File: config.mk
export PLATFORM = sky130hd
export DESIGN_NAME = ets_trap_seq
export DESIGN_NICKNAME = d
export VERILOG_FILES = /design/src/include/ets_pkg.sv /design/src/ets_prio_pick.sv /design/src/ets_trap_seq.sv
export SDC_FILE = /design/constraint.sdc
export NUM_CORES = 1
export LEC_CHECK = 0
export BUFFER_PORTS_ARGS = -buffer_cell sky130_fd_sc_hd__buf_2
export CAP_MARGIN = 10
export CELL_PAD_IN_SITES_DETAIL_PLACEMENT = 1
export CELL_PAD_IN_SITES_GLOBAL_PLACEMENT = 2
export CORE_MARGIN = 4
export CORE_UTILIZATION = 31
export CTS_CLUSTER_SIZE = 20
export DETAILED_ROUTE_END_ITERATION = 8
export GPL_TIMING_DRIVEN = 0
export PLACE_DENSITY_LB_ADDON = 0.1
export SLEW_MARGIN = 20
export SYNTH_ARGS = -nofsm -noshare
export SYNTH_HDL_FRONTEND = slang
export SYNTH_SLANG_ARGS = --single-unit
File: constraint.sdc
create_clock -name clock -period 12.9 [get_ports clock]
set_input_delay 0.645 -clock clock [delete_from_list [all_inputs] [get_ports clock]]
set_output_delay 0.645 -clock clock [all_outputs]
set_load 0.02 [all_outputs]
File: src/include/ets_pkg.sv
// constants and types for the exception and trap sequencer
//
// Overview of operation
// - software trap saves return pc and status into the exception save pair
// - software trap writes its code into the low 16 bits of the cause register
// - software trap sets the in-trap and mask-all status bits
// - trap vector 0..0f goes to 0x40, vector 10..1f goes to 0x50
// - return with in-trap set reloads pc and status from the exception pair
// - in-trap flag lives at status bit 6, set by software trap, illegal opcode and debug break
// - opcode 10..5 all ones, 26..23 from 7 to f, bit 16 zero is illegal
// - illegal opcode saves into debug pair, sets nmi, trap, mask bits, goes 0x60
// - debug break saves into debug pair, sets three flags, enters debug mode, 0x60
// - debug break is taken whatever the mask or status flags say
// - debug return reloads pc and status from the debug pair
// - higher priority request preempts service, lower priority stays pending
// - maskable nesting only while mask-all is clear
// - each request has a 3-bit priority, 0 highest and 7 lowest
// - after reset every request is masked at priority 7
// - pending or suspended service resumes only after a return instruction
// - no maskable acknowledge while the nmi handler runs
// - no acknowledge between a non-sampling instruction and the next one
// - enable, mask, psw load, protect store or irq register access block sampling
// - return from maskable service clears the top in-service bit, not otherwise
// - mask-all flag lives at status bit 5 and blocks maskable requests
package ets_pkg;

  // ==========================================================================
  // status word layout
  localparam int PSW_W = 32;
  localparam int PSW_MASK_ALL_BIT = 5;
  localparam int PSW_IN_TRAP_BIT = 6;
  localparam int PSW_NMI_SVC_BIT = 7;
  localparam logic [31:0] PSW_RESET = 32'h0000_0020;

  // ==========================================================================
  // handler addresses and cause codes
  localparam logic [31:0] VEC_TRAP_LO = 32'h0000_0040;
  localparam logic [31:0] VEC_TRAP_HI = 32'h0000_0050;
  localparam logic [31:0] VEC_DEBUG = 32'h0000_0060;
  localparam logic [31:0] VEC_NMI = 32'h0000_0010;
  localparam logic [31:0] VEC_IRQ_BASE = 32'h0000_0080;
  localparam int VEC_IRQ_SHIFT = 4;
  localparam int CAUSE_W = 16;
  localparam logic [15:0] CAUSE_TRAP_BASE = 16'h0040;
  localparam logic [15:0] CAUSE_ILLEGAL = 16'h0060;
  localparam logic [15:0] CAUSE_NMI = 16'h0010;
  localparam logic [15:0] CAUSE_IRQ_BASE = 16'h0080;

  // ==========================================================================
  // illegal opcode fields
  localparam logic [5:0] ILL_OPC = 6'h3f;
  localparam logic [3:0] ILL_SUB_MIN = 4'h7;
  localparam int ILL_OPC_LSB = 5;
  localparam int ILL_SUB_LSB = 23;
  localparam int ILL_ZERO_BIT = 16;

  // ==========================================================================
  // maskable requests
  localparam int IRQ_NUM = 8;
  localparam int IRQ_IDX_W = 3;
  localparam int PRIO_W = 3;
  localparam int LEVELS = 8;
  localparam logic [2:0] PRIO_RESET = 3'h7;
  localparam logic MASK_RESET = 1'b1;
  localparam int CTRL_MASK_BIT = 6;

  // ==========================================================================
  // system register numbers for the load instruction
  localparam logic [4:0] SR_EXC_PC = 5'h00;
  localparam logic [4:0] SR_EXC_STATUS = 5'h01;
  localparam logic [4:0] SR_CAUSE = 5'h04;
  localparam logic [4:0] SR_PSW = 5'h05;
  localparam logic [4:0] SR_DBG_PC = 5'h10;
  localparam logic [4:0] SR_DBG_STATUS = 5'h11;

  // ==========================================================================
  // sequencer action taken in one cycle
  typedef enum logic [2:0] {
    ACT_NONE  = 3'b000,
    ACT_DBT   = 3'b001,
    ACT_ILL   = 3'b010,
    ACT_TRAP  = 3'b011,
    ACT_RETURN_FROM_EXCEPTION_INSTR  = 3'b100,
    ACT_DEBUG_RETURN_INSTR = 3'b101,
    ACT_NMI   = 3'b110,
    ACT_IRQ   = 3'b111
  } ets_act_t;

endpackage : ets_pkg

File: src/ets_prio_pick.sv
// picks the unmasked pending request with the best priority level
module ets_prio_pick
  import ets_pkg::*;
(
  input wire logic [ets_pkg::IRQ_NUM-1:0] req,
  input wire logic [ets_pkg::IRQ_NUM-1:0] mask,
  input wire logic [ets_pkg::IRQ_NUM*ets_pkg::PRIO_W-1:0] prio,
  output logic found,
  output logic [ets_pkg::IRQ_IDX_W-1:0] idx,
  output logic [ets_pkg::PRIO_W-1:0] level
);

  // ==========================================================================
  // linear search; ties go to the lowest request number
  always_comb begin
    found = 1'b0;
    idx = '0;
    level = PRIO_RESET;
    for (int i = 0; i < IRQ_NUM; i++) begin
      if (req[i] && !mask[i] && (!found || prio[i*PRIO_W +: PRIO_W] < level)) begin
        found = 1'b1;
        idx = IRQ_IDX_W'(i);
        level = prio[i*PRIO_W +: PRIO_W];
      end
    end
  end

endmodule // ets_prio_pick

File: src/ets_trap_seq.sv
// exception, trap and nested interrupt sequencer of the cpu core
module ets_trap_seq
  import ets_pkg::*;
(
  input wire logic clock,
  input wire logic reset,
  input wire logic instr_valid,
  input wire logic [31:0] instr_word,
  input wire logic [31:0] ret_pc,
  input wire logic sw_exc_instr,
  input wire logic [4:0] sw_exc_vector,
  input wire logic return_from_exception_instr,
  input wire logic debug_break_instr,
  input wire logic debug_return_instr,
  input wire logic enable_irq_instr,
  input wire logic mask_irq_instr,
  input wire logic load_sys_reg_instr,
  input wire logic [4:0] sys_reg_num,
  input wire logic [31:0] sys_reg_wdata,
  input wire logic guarded_reg_access,
  input wire logic irq_ctrl_wr,
  input wire logic [ets_pkg::IRQ_IDX_W-1:0] irq_ctrl_idx,
  input wire logic [7:0] irq_ctrl_wdata,
  input wire logic [ets_pkg::IRQ_NUM-1:0] irq_req,
  input wire logic nmi_req,
  output logic redirect_valid,
  output logic [31:0] redirect_pc,
  output logic [ets_pkg::PSW_W-1:0] program_status_word,
  output logic [31:0] exc_saved_pc,
  output logic [31:0] exc_saved_status,
  output logic [31:0] exception_cause_reg,
  output logic [31:0] debug_saved_pc,
  output logic [31:0] debug_saved_status,
  output logic [ets_pkg::LEVELS-1:0] in_service_prio_reg,
  output logic [ets_pkg::IRQ_NUM-1:0] irq_mask_bits,
  output logic debug_mode,
  output logic irq_ack,
  output logic [ets_pkg::IRQ_IDX_W-1:0] irq_ack_id,
  output logic nmi_ack
);
  import ets_pkg::*;

  // ==========================================================================
  // helpers

  // opcode pattern that the decoder must refuse
  function automatic logic is_illegal(input logic [31:0] w);
    logic [3:0] sub;
    sub = w[ILL_SUB_LSB +: 4];
    return (w[ILL_OPC_LSB +: 6] == ILL_OPC) && (sub >= ILL_SUB_MIN) && !w[ILL_ZERO_BIT];
  endfunction

  // best in-service level: lowest set bit
  function automatic logic [3:0] top_level(input logic [LEVELS-1:0] v);
    logic [3:0] r;
    r = 4'h8;
    for (int i = LEVELS - 1; i >= 0; i--) begin
      if (v[i]) begin
        r = 4'(i);
      end
    end
    return r;
  endfunction

  // ==========================================================================
  // state
  logic [PSW_W-1:0] psw_q;
  logic [31:0] exc_pc_q;
  logic [31:0] exc_st_q;
  logic [31:0] dbg_pc_q;
  logic [31:0] dbg_st_q;
  logic [31:0] nmi_pc_q;
  logic [31:0] nmi_st_q;
  logic [CAUSE_W-1:0] cause_q;
  logic [LEVELS-1:0] in_service_prio_reg_q;
  logic [IRQ_NUM-1:0] mask_q;
  logic [IRQ_NUM*PRIO_W-1:0] prio_q;
  logic dbg_mode_q;
  logic block_q;
  logic redir_q;
  logic [31:0] redir_pc_q;
  logic ack_q;
  logic [IRQ_IDX_W-1:0] ack_id_q;
  logic nmi_ack_q;

  // ==========================================================================
  // decode of the cycle's action
  logic mask_all;
  logic in_trap;
  logic nmi_svc;
  logic nonsample_now;
  logic pick_found;
  logic [IRQ_IDX_W-1:0] pick_idx;
  logic [PRIO_W-1:0] pick_level;
  logic [3:0] cur_level;
  logic can_ack;
  logic psw_load;
  ets_act_t act;

  assign mask_all = psw_q[PSW_MASK_ALL_BIT];
  assign in_trap = psw_q[PSW_IN_TRAP_BIT];
  assign nmi_svc = psw_q[PSW_NMI_SVC_BIT];
  assign psw_load = load_sys_reg_instr && (sys_reg_num == SR_PSW);
  assign cur_level = top_level(in_service_prio_reg_q);

  // instructions after which the request sampler is closed for one instruction
  assign nonsample_now = enable_irq_instr || mask_irq_instr || psw_load || guarded_reg_access || irq_ctrl_wr;

  ets_prio_pick u_pick (
    .req(irq_req),
    .mask(mask_q),
    .prio(prio_q),
    .found(pick_found),
    .idx(pick_idx),
    .level(pick_level)
  );

  // acknowledge only a strictly better level than the one in service
  assign can_ack = pick_found && ({1'b0, pick_level} < cur_level)
                   && !mask_all
                   && !nmi_svc
                   && !block_q && !nonsample_now;

  // one action per cycle; the debug break ignores every flag
  always_comb begin
    if (debug_break_instr) begin
      act = ACT_DBT;
    end else if (instr_valid && is_illegal(instr_word)) begin
      act = ACT_ILL;
    end else if (sw_exc_instr) begin
      act = ACT_TRAP;
    end else if (return_from_exception_instr) begin
      act = ACT_RETURN_FROM_EXCEPTION_INSTR;
    end else if (debug_return_instr) begin
      act = ACT_DEBUG_RETURN_INSTR;
    end else if (nmi_req && !nmi_svc && !block_q && !nonsample_now) begin
      act = ACT_NMI;
    end else if (can_ack && !instr_valid) begin
      act = ACT_IRQ;
    end else begin
      act = ACT_NONE;
    end
  end

  // ==========================================================================
  // sampling window: stays shut until the instruction after a closing one
  always_ff @(posedge clock) begin
    if (reset) begin
      block_q <= 1'b0;
    end else if (nonsample_now) begin
      block_q <= 1'b1;
    end else if (instr_valid) begin
      block_q <= 1'b0;
    end
  end

  // ==========================================================================
  // status word
  always_ff @(posedge clock) begin
    if (reset) begin
      psw_q <= PSW_RESET;
    end else begin
      unique case (act)
        ACT_TRAP, ACT_IRQ: begin
          psw_q[PSW_MASK_ALL_BIT] <= 1'b1;
          if (act == ACT_TRAP) begin
            psw_q[PSW_IN_TRAP_BIT] <= 1'b1;
          end
        end
        ACT_DBT, ACT_ILL: begin
          psw_q[PSW_NMI_SVC_BIT] <= 1'b1;
          psw_q[PSW_IN_TRAP_BIT] <= 1'b1;
          psw_q[PSW_MASK_ALL_BIT] <= 1'b1;
        end
        ACT_NMI: begin
          psw_q[PSW_NMI_SVC_BIT] <= 1'b1;
          psw_q[PSW_MASK_ALL_BIT] <= 1'b1;
        end
        ACT_RETURN_FROM_EXCEPTION_INSTR: begin
          // in-trap picks the exception pair first, then the nmi pair
          if (in_trap || !nmi_svc) begin
            psw_q <= exc_st_q;
          end else begin
            psw_q <= nmi_st_q;
          end
        end
        ACT_DEBUG_RETURN_INSTR: psw_q <= dbg_st_q;
        ACT_NONE: begin
          if (psw_load) begin
            psw_q <= sys_reg_wdata;
          end else if (enable_irq_instr) begin
            psw_q[PSW_MASK_ALL_BIT] <= 1'b0;
          end else if (mask_irq_instr) begin
            psw_q[PSW_MASK_ALL_BIT] <= 1'b1;
          end
        end
      endcase
    end
  end

  // ==========================================================================
  // exception save pair and cause; software may reload them for nesting
  always_ff @(posedge clock) begin
    if (reset) begin
      exc_pc_q <= '0;
      exc_st_q <= '0;
      cause_q <= '0;
    end else if (act == ACT_TRAP || act == ACT_IRQ) begin
      exc_pc_q <= ret_pc;
      exc_st_q <= psw_q;
      if (act == ACT_TRAP) begin
        cause_q <= CAUSE_TRAP_BASE + {11'h000, sw_exc_vector};
      end else begin
        cause_q <= CAUSE_IRQ_BASE + {13'h0000, pick_idx};
      end
    end else if (act == ACT_ILL) begin
      cause_q <= CAUSE_ILLEGAL;
    end else if (act == ACT_NMI) begin
      cause_q <= CAUSE_NMI;
    end else if (act == ACT_NONE && load_sys_reg_instr) begin
      // software save and restore around nested service
      if (sys_reg_num == SR_EXC_PC) begin
        exc_pc_q <= sys_reg_wdata;
      end
      if (sys_reg_num == SR_EXC_STATUS) begin
        exc_st_q <= sys_reg_wdata;
      end
      if (sys_reg_num == SR_CAUSE) begin
        cause_q <= sys_reg_wdata[CAUSE_W-1:0];
      end
    end
  end

  // ==========================================================================
  // debug save pair and debug mode
  always_ff @(posedge clock) begin
    if (reset) begin
      dbg_pc_q <= '0;
      dbg_st_q <= '0;
      dbg_mode_q <= 1'b0;
    end else if (act == ACT_DBT || act == ACT_ILL) begin
      dbg_pc_q <= ret_pc;
      dbg_st_q <= psw_q;
      if (act == ACT_DBT) begin
        dbg_mode_q <= 1'b1;
      end
    end else if (act == ACT_DEBUG_RETURN_INSTR) begin
      dbg_mode_q <= 1'b0;
    end else if (act == ACT_NONE && load_sys_reg_instr) begin
      if (sys_reg_num == SR_DBG_PC) begin
        dbg_pc_q <= sys_reg_wdata;
      end
      if (sys_reg_num == SR_DBG_STATUS) begin
        dbg_st_q <= sys_reg_wdata;
      end
    end
  end

  // ==========================================================================
  // nmi save pair, not visible to software
  always_ff @(posedge clock) begin
    if (reset) begin
      nmi_pc_q <= '0;
      nmi_st_q <= '0;
    end else if (act == ACT_NMI) begin
      nmi_pc_q <= ret_pc;
      nmi_st_q <= psw_q;
    end
  end

  // ==========================================================================
  // per-request control: priority and mask, written by software
  generate
    for (genvar g = 0; g < IRQ_NUM; g++) begin : g_ctrl
      always_ff @(posedge clock) begin
        if (reset) begin
          mask_q[g] <= MASK_RESET;
          prio_q[g*PRIO_W +: PRIO_W] <= PRIO_RESET;
        end else if (irq_ctrl_wr && irq_ctrl_idx == IRQ_IDX_W'(g)) begin
          mask_q[g] <= irq_ctrl_wdata[CTRL_MASK_BIT];
          prio_q[g*PRIO_W +: PRIO_W] <= irq_ctrl_wdata[PRIO_W-1:0];
        end
      end
    end
  endgenerate

  // ==========================================================================
  // in-service levels; a return only clears one for maskable service
  always_ff @(posedge clock) begin
    if (reset) begin
      in_service_prio_reg_q <= '0;
    end else if (act == ACT_IRQ) begin
      in_service_prio_reg_q[pick_level] <= 1'b1;
    end else if (act == ACT_RETURN_FROM_EXCEPTION_INSTR && !in_trap && !nmi_svc && !cur_level[3]) begin
      in_service_prio_reg_q[cur_level[2:0]] <= 1'b0;
    end
  end

  // ==========================================================================
  // redirect to the handler or the restored address
  always_ff @(posedge clock) begin
    if (reset) begin
      redir_q <= 1'b0;
      redir_pc_q <= '0;
    end else begin
      redir_q <= (act != ACT_NONE);
      unique case (act)
        ACT_TRAP: redir_pc_q <= sw_exc_vector[4] ? VEC_TRAP_HI : VEC_TRAP_LO;
        ACT_DBT, ACT_ILL: redir_pc_q <= VEC_DEBUG;
        ACT_NMI: redir_pc_q <= VEC_NMI;
        ACT_IRQ: redir_pc_q <= VEC_IRQ_BASE + ({29'h0, pick_idx} << VEC_IRQ_SHIFT);
        ACT_RETURN_FROM_EXCEPTION_INSTR: redir_pc_q <= (in_trap || !nmi_svc) ? exc_pc_q : nmi_pc_q;
        ACT_DEBUG_RETURN_INSTR: redir_pc_q <= dbg_pc_q;
        ACT_NONE: redir_pc_q <= redir_pc_q;
      endcase
    end
  end

  // ==========================================================================
  // acknowledge pulses tell the request logic to drop its flag
  always_ff @(posedge clock) begin
    if (reset) begin
      ack_q <= 1'b0;
      ack_id_q <= '0;
      nmi_ack_q <= 1'b0;
    end else begin
      ack_q <= (act == ACT_IRQ);
      nmi_ack_q <= (act == ACT_NMI);
      if (act == ACT_IRQ) begin
        ack_id_q <= pick_idx;
      end
    end
  end

  // ==========================================================================
  // outputs
  assign redirect_valid = redir_q;
  assign redirect_pc = redir_pc_q;
  assign program_status_word = psw_q;
  assign exc_saved_pc = exc_pc_q;
  assign exc_saved_status = exc_st_q;
  assign exception_cause_reg = {16'h0000, cause_q};
  assign debug_saved_pc = dbg_pc_q;
  assign debug_saved_status = dbg_st_q;
  assign in_service_prio_reg = in_service_prio_reg_q;
  assign irq_mask_bits = mask_q;
  assign debug_mode = dbg_mode_q;
  assign irq_ack = ack_q;
  assign irq_ack_id = ack_id_q;
  assign nmi_ack = nmi_ack_q;

endmodule // ets_trap_seq

==> results of run 1 <==
## cells by family after synthesis
| family | count (synthesis) | share of synthesized area |
|---|---|---|
| buffers and inverters | 190 | 0.06006 |
| other | 1 | 0.0002366 |
| AOI/OAI and AO/OA | 471 | 0.2332 |
| and+or+nand+nor | 878 | 0.2343 |
| muxes | 93 | 0.05943 |
| DFF | 320 | 0.4041 |
| adders and majority gates | 11 | 0.008682 |
## cells in the final DEF, fill, tap and decap left out, types with 13 or more instances in the layout
master	Yosys	final
mux2i_1	89	88
inv_1	23	23
a21oi_1	149	148
nand2b_1	20	20
buf_6	11	13
a211oi_1	21	18
dfxtp_1	320	319
nor2_1	224	217
o21ai_0	25	20
a311oi_1	65	61
nor3_1	45	44
nand2_1	499	497
conb_1	1	16
buf_4	24	38
nor2b_1	15	14
a221oi_1	36	36
buf_2	22	350
clkbuf_16	0	43
a221o_1	29	29
a211oi_2	50	53
clkbuf_1	104	110
nand3_1	13	13
## area by class of cell
cell class,instances,area (um2)
repair buffers,347,1762
multi-input cells,1469,8778
diodes,5,12.51
inverters,23,86.33
well taps,672,840.8
fillers,6098,30200
clock buffers,61,1234
clock inverters,15,157.7
flip-flops and latches,320,6407
plain buffers,167,899.6
## metrics by stage
stage          setup TNS, ns  cells    util
2_1_floorplan              0   1979       -
3_3_place_gp          -83.04   2988  0.3660
3_5_place_dp         -145.34   2988  0.3660
4_1_cts                    0   3064  0.3941
5_1_grt             -0.06560   3078  0.4005
6_report                   0   3079  0.4006
## power groups by stage
stage	sequential [W]	clock, W	combinational, W
after floorplan	0.00112	0	0.000144
after global placement	0.00109	0	0.000330
after detailed placement	0.00109	0	0.000336
after CTS	0.00107	0.00122	0.000337
after global routing	0.00108	0.00126	0.000367
final	0.00107	0.00120	0.000342
## worst max-delay path by stage
stage / startpoint / endpoint / slack, ns / cells after the start
final: irq_mask_bits[0]$_SDFFE_PP1P_ / debug_saved_status[5]$_SDFFE_PP0P_ / 0.72 / 58
after global routing: irq_mask_bits[0]$_SDFFE_PP1P_ / debug_saved_status[8]$_SDFFE_PP0P_ / -0.02 / 59
after CTS: irq_mask_bits[0]$_SDFFE_PP1P_ / exc_saved_status[3]$_SDFFE_PP0P_ / 0.02 / 58
after detailed placement: irq_req[0] / exc_saved_pc[29]$_SDFFE_PP0P_ / -0.92 / 60
after global placement: irq_req[0] / exc_saved_pc[22]$_SDFFE_PP0P_ / -0.62 / 59
after floorplan: irq_req[0] / exc_saved_pc[10]$_SDFFE_PP0P_ / 1.17 / 59
## critical path, delay by kind of cell (launching register included)
kind | cells | cell delay (ns)
compound gates | 24 | 4.64
mux | 5 | 1.59
flops | 1 | 0.37
buf+inv | 6 | 0.78
simple gates | 15 | 2.57
fa+ha+maj | 8 | 2.10
## routing by layer
| metal | part of all wire | vias up | track usage |
|---|---|---|---|
| li1 | - | 7718 | - |
| met1 | 0.43 | 8296 | 0.3591 |
| met2 | 0.47 | 477 | 0.4513 |
| met3 | 0.054 | 157 | 0.04859 |
| met4 | 0.043 | 8 | 0.1199 |
| met5 | 0.00059 | - | 0 |
## what timing repair did
| item | in CTS | in global routing |
|---|---|---|
| pin swaps | 1 | 8 |
| buffers inserted | 0 | 10 |
| resized for setup | 10 | 62 |
| endpoints found under the setup margin | 220 | 222 |
| gates cloned | 0 | 0 |
==> metrics.md, run 1 <==
| Metric | Value |
|---|---|
| H-tree levels | 2 |
| Max-capacitance violation count | 0 |
| Status | finished, final reports clean |
| Syn Inst Count | 1964 |
| DR vias | 16656 |
| Critical Path Most Common Cell | ha_1 |
| Yosys reg bits | 320 |
| Gr ovfl total | 0 |
| Sw power | 0.0007638 W |
| Worst Hold Depth | 3 |
| Ys async rst share | 0 |
| # IOs | 385 |
| Gate power share | 0.131 |
| Wire length per cell | 25.51 um |
| Final worst slack | 0.7187 ns |
| WS Path Type | register to register |
| Total track usage | 0.2763 |
| RR Startpoint | irq_mask_bits[0]$_SDFFE_PP1P_ |
| Total Power | 0.002619 W |
| Routability congestion estimate | 0.8441 |
| Count leader, synth | nand2_1 |
| Min Hold Slack | 0.3405 ns |
| DRT iter0 DRCs | 990 |
| Worst Skew | 0.02240 ns |
| Initial antenna violation count | 10 |
| Yosys top cell by area | dfxtp_1 |
| WP data required | 13.35 ns |
| Netlist cell types | 87 |
| Sequential-to-total area share from yosys stat | 0.4041 |
| Share of the synthesized area in the top cell type | 0.4041 |
| Slowest Stage Delay on Critical Path | 0.46 ns |
| Die H | 234.1 um |
| Clk Latency, worst-skew pair | 0.58 ns |
| Rows | 82 |
| Routed WL | 78560 um |
| Cell leakage power | 8.013 nW |
| Final Cycle Share | 0.9443 |
| R2R depth | 58 |
| CORE AREA | 0.05038 mm2 |
| Hold Vio Cnt, Final | 0 |
| Clk root buf | clkbuf_16 |
| Top cells by area, synth | dfxtp_1, nand2_1, mux2i_1, nor2_1, a21oi_1 |
| Pin count of the biggest net entering global routing | 12 |
| Hold Buf Count CTS | 0 |
| Nets | 2518 |
| Tightest Pin Transition | 1.072 ns |
| Max Fclk | 82.09 MHz |
| Initial core utilization | 0.3147 |
| Placed Instance Area | 0.01844 mm2 |
| DP HPWL | 58830 um |
| Area Growth Syn to Fin | 27.28% |
| CTS Buf Count | 41 |
| Final Critical Period | 12.18 ns |
| Drt drc | 0 |
| Die width | 234.1 um |
| Vias in the first global route | 16948 |
| Setup violators final | 0 |
| Hold EP | nmi_pc_q[4]$_SDFFE_PP0P_ |
| DR pass1 iterations | 5 |
| Switching portion of total power | 0.2916 |
| Hold path start | ret_pc[4] |
| Mapped Avg Cell Area | 8.072 um2 |
| First-pass GRT wire length | 112800 um |
| Die ar. | 0.05482 mm2 |
| Number of flops mapped to enable cells by yosys | 0 |
| Rel. slew slack | 0.2856 |
| Antenna Nets Post-Route | 0 |
| Worst-path clk slew | 0.06 ns |
| Crit-path max FO | 10 |
| DR vias/cell | 5.410 |
| Commonest cells in the netlist | nand2_1, dfxtp_1, nor2_1 |
| Worst path slowest cell | or3b_2 |
| Reg-to-Reg End | debug_saved_status[5]$_SDFFE_PP0P_ |
| R2r setup slk | 0.72 ns |
| Max Buffers Root-to-Sink | 3 |
| Finished Cell Area | 0.02018 mm2 |
| Synth Warn # | 0 |
| Prevailing post-synth register cell | dfxtp_1 |
| Cell Pwr Density | 129.8 mW/mm2 |
| CTS sink count | 320 |
| # port buffers | 337 |
| Share of cells above drive strength 1 | 0.2465 |
| Crit start category | register |
| Endpoint type of the worst setup path | register |
| Sequential share of power | 0.410 |
| CP Data Arrival Time | 12.64 ns |
| CTS tree | done |
| Clk network pwr share | 0.460 |
| Path category of the worst min-delay check | primary input to register |
| P_int | 0.001855 W |
| Setup slack at placement | -0.9220 ns |
| Post-Synthesis Cell Area | 0.01585 mm2 |
| Maximum vdd drop | 0.08172 mV |
| Fin. max-slew vios | 0 |
Power figures use the tool's default switching activity.
==> run 2: changes to the inputs <==
- CORE_MARGIN: 4 -> default
==> run 2 against run 1 <==
Net effect:
- routed wire length down 1.5%
- sequential cell count stayed put
- count of clock-buffer cells in the layout rose by 2
- worst hold slack better by 0.012 ns
- sequential power about the same
- register-to-register slack worse by 0.14 ns
- core utilization fell by 0.28 points
- clock power is 4% lower
- critical path type unchanged
==> metrics.md, run 2 (synthesis gave the netlist of run 1 again) <==
| Metric | Value |
|---|---|
| Global routing's busiest layer | met2 |
| Rel. slew slack | 0.3178 (+0.03214) |
| Pin count of the biggest net entering global routing | 12 (unchanged) |
| Wire length per cell | 25.21 um (-1.2%) |
| Commonest non-fill, non-tap cell in the layout | nand2_1 |
| DR vias/cell | 5.446 (+0.68%) |
| Critical Path Most Common Cell | ha_1 |
| Max Fclk | 81.16 MHz (-1.1%) |
| Max Buffers Root-to-Sink | 3 (unchanged) |
| H-tree levels | 2 (unchanged) |
| R2r setup slk | 0.58 ns (-0.14 ns) |
| Antenna Nets Post-Route | 0 (unchanged) |
| Routed WL | 77410 um (-1.5%) |
| Cell leakage power | 7.929 nW (-1.1%) |
| Worst-path clk slew | 0.06 ns (about the same) |
| Maximum vdd drop | 0.07354 mV (-10%) |
| DRT iter0 DRCs | 1025 (+3.5%) |
| Gr ovfl total | 0 (unchanged) |
| CTS tree | done |
| Clk Latency, worst-skew pair | 0.57 ns (about the same) |
| RR Startpoint | irq_mask_bits[0]$_SDFFE_PP1P_ |
| DR vias | 16720 (+0.38%) |
| Endpoint type of the worst setup path | register |
| Rows | 82 (unchanged) |
| Share of cells above drive strength 1 | 0.2379 (-0.008585) |
| Total Power | 0.002561 W (-2.2%) |
| Hold path start | ret_pc[4] |
| GR Layer Usage met2 | 0.4829 (+0.03169) |
| Most frequent cells in the layout | nand2_1, buf_2, dfxtp_1 |
| Hold EP | nmi_pc_q[4]$_SDFFE_PP0P_ |
| Setup violators final | 0 (unchanged) |
| DR pass1 iterations | 5 (unchanged) |
| # IOs | 385 (unchanged) |
| Reg-to-Reg End | exc_saved_pc[22]$_SDFFE_PP0P_ |
| Clk root buf | clkbuf_16 |
| Die ar. | 0.05205 mm2 (-5.1%) |
| Vias in the first global route | 16647 (-1.8%) |
| Final Cycle Share | 0.9552 (+0.01086) |
| WP data required | 13.30 ns (-0.05 ns) |
| DP HPWL | 57760 um (-1.8%) |
| WS Path Type | register to register |
| Routability congestion estimate | 0.8780 (+4.0%) |
| Final Critical Period | 12.32 ns (+0.1401 ns) |
| Hold Buf Count CTS | 0 (unchanged) |
| CTS Buf Count | 40 (-2.4%) |
| Tightest Pin Transition | 1.023 ns (-0.04820 ns) |
| Initial core utilization | 0.3153 (+0.0006422) |
| Fin. max-slew vios | 0 (unchanged) |
| First-pass GRT wire length | 113200 um (+0.37%) |
| Worst path slowest cell | nor4_2 |
| Initial antenna violation count | 11 (+1) |
| Cell Pwr Density | 128.1 mW/mm2 (-1.3%) |
| Hold Vio Cnt, Final | 0 (unchanged) |
| Setup slack at placement | -0.9657 ns (-0.04373 ns) |
| Crit start category | register |
| Die width | 228.1 um (-2.6%) |
| CTS sink count | 320 (unchanged) |
| Die H | 228.1 um (-2.6%) |
| Max-capacitance violation count | 0 (unchanged) |
| Worst Hold Depth | 3 (unchanged) |
| # port buffers | 337 (unchanged) |
| Drt drc | 0 (unchanged) |
| Status | finished, final reports clean |
| Worst Skew | 0.02165 ns (-0.0007561 ns) |
| Min Hold Slack | 0.3527 ns (+0.01217 ns) |
| Area Growth Syn to Fin | 26.12% |
| Nets | 2515 (-0.12%) |
| Slowest Stage Delay on Critical Path | 0.46 ns (about the same) |
| Grt met1 use | 0.3871 (+0.02797) |
| Final worst slack | 0.5785 ns (-0.1401 ns) |
| CP Data Arrival Time | 12.72 ns (+0.08 ns) |
| CORE AREA | 0.05027 mm2 (-0.20%) |
| Total track usage | 0.2895 (+0.01326) |
| R2R depth | 57 (-1.7%) |
| Sum Neg Setup Slack | 0 ns (unchanged) |
| Met3 global-route usage | 0.04188 (-0.006716) |
| Path category of the worst min-delay check | primary input to register |
| Crit-path max FO | 10 (unchanged) |
==> run 2: changes by cell type in the layout (fill, tap and decap cells not counted), moves of 4 or more <==
cell / change
clkbuf_1: +5
a311oi_1: +4
clkinv_2: -8
a311oi_2: -4
==> run 2: worst max path at each step <==
| stage | slack [ns] | to | cells past startpoint | start |
|---|---|---|---|---|
| after floorplan | 1.17 | exc_saved_pc[10]$_SDFFE_PP0P_ | 59 | irq_req[0] |
| after global placement | -0.78 | exc_saved_pc[22]$_SDFFE_PP0P_ | 59 | irq_req[0] |
| after detailed placement | -0.97 | exc_saved_pc[28]$_SDFFE_PP0P_ | 59 | irq_req[0] |
| after CTS | 0.006 | program_status_word[2]$_SDFFE_PP0P_ | 57 | irq_mask_bits[0]$_SDFFE_PP1P_ |
| after global routing | -0.03 | exc_saved_pc[3]$_SDFFE_PP0P_ | 58 | irq_mask_bits[0]$_SDFFE_PP1P_ |
| final | 0.58 | exc_saved_pc[22]$_SDFFE_PP0P_ | 57 | irq_mask_bits[0]$_SDFFE_PP1P_ |
==> run 2: through the flow <==
stage | cell area, um2 | util | cells
after floorplan | 15910 | - | 1979
after global placement | 18440 | 0.3667 | 2988
after detailed placement | 18440 | 0.3667 | 2988
after CTS | 19780 | 0.3935 | 3056
after global routing | 19990 | 0.3976 | 3067
final | 19990 | 0.3977 | 3070
==> run 2: cell type report <==
| type | instances | area [um2] |
|---|---|---|
| buffer | 167 | 893.4 |
| tap | 672 | 840.8 |
| multi-input combinational | 1469 | 8716 |
| clock buffer | 63 | 1189 |
| fill | 6170 | 30280 |
| antenna | 6 | 15.01 |
| sequential | 320 | 6407 |
| timing repair buffer | 345 | 1747 |
| clock inverter | 5 | 100.1 |
| inverter | 23 | 86.33 |
==> run 2: worst max-delay path: cells and delay by family, from the launching register on <==
kind / cells / cell delay, ns
AO/OA/AOI/OAI: 24 / 4.47
flip-flops: 1 / 0.35
adder cells (fa/ha/maj): 8 / 2.13
AND/OR/NAND/NOR: 14 / 2.63
buffers and inverters: 5 / 0.67
multiplexers: 6 / 1.87
==> run 2: routing by layer <==
layer	up-vias	wire (um)
met5	-	30
met4	6	1673
met3	97	3922
met2	461	36600
met1	8445	35190
li1	7711	-
==> run 2: power breakdown <==
part,switching [W],internal [W]
registers,0.0000461,0.00103
logic,0.000235,0.000104
clock network,0.000460,0.000687
total,0.000742,0.00182
==> run 2: timing repair <==
action / in CTS / in global routing
pin swaps: 0 / 9
buffers inserted: 0 / 8
resized for setup: 15 / 39
cloned: 0 / 0
endpoints found under the setup margin: 220 / 222
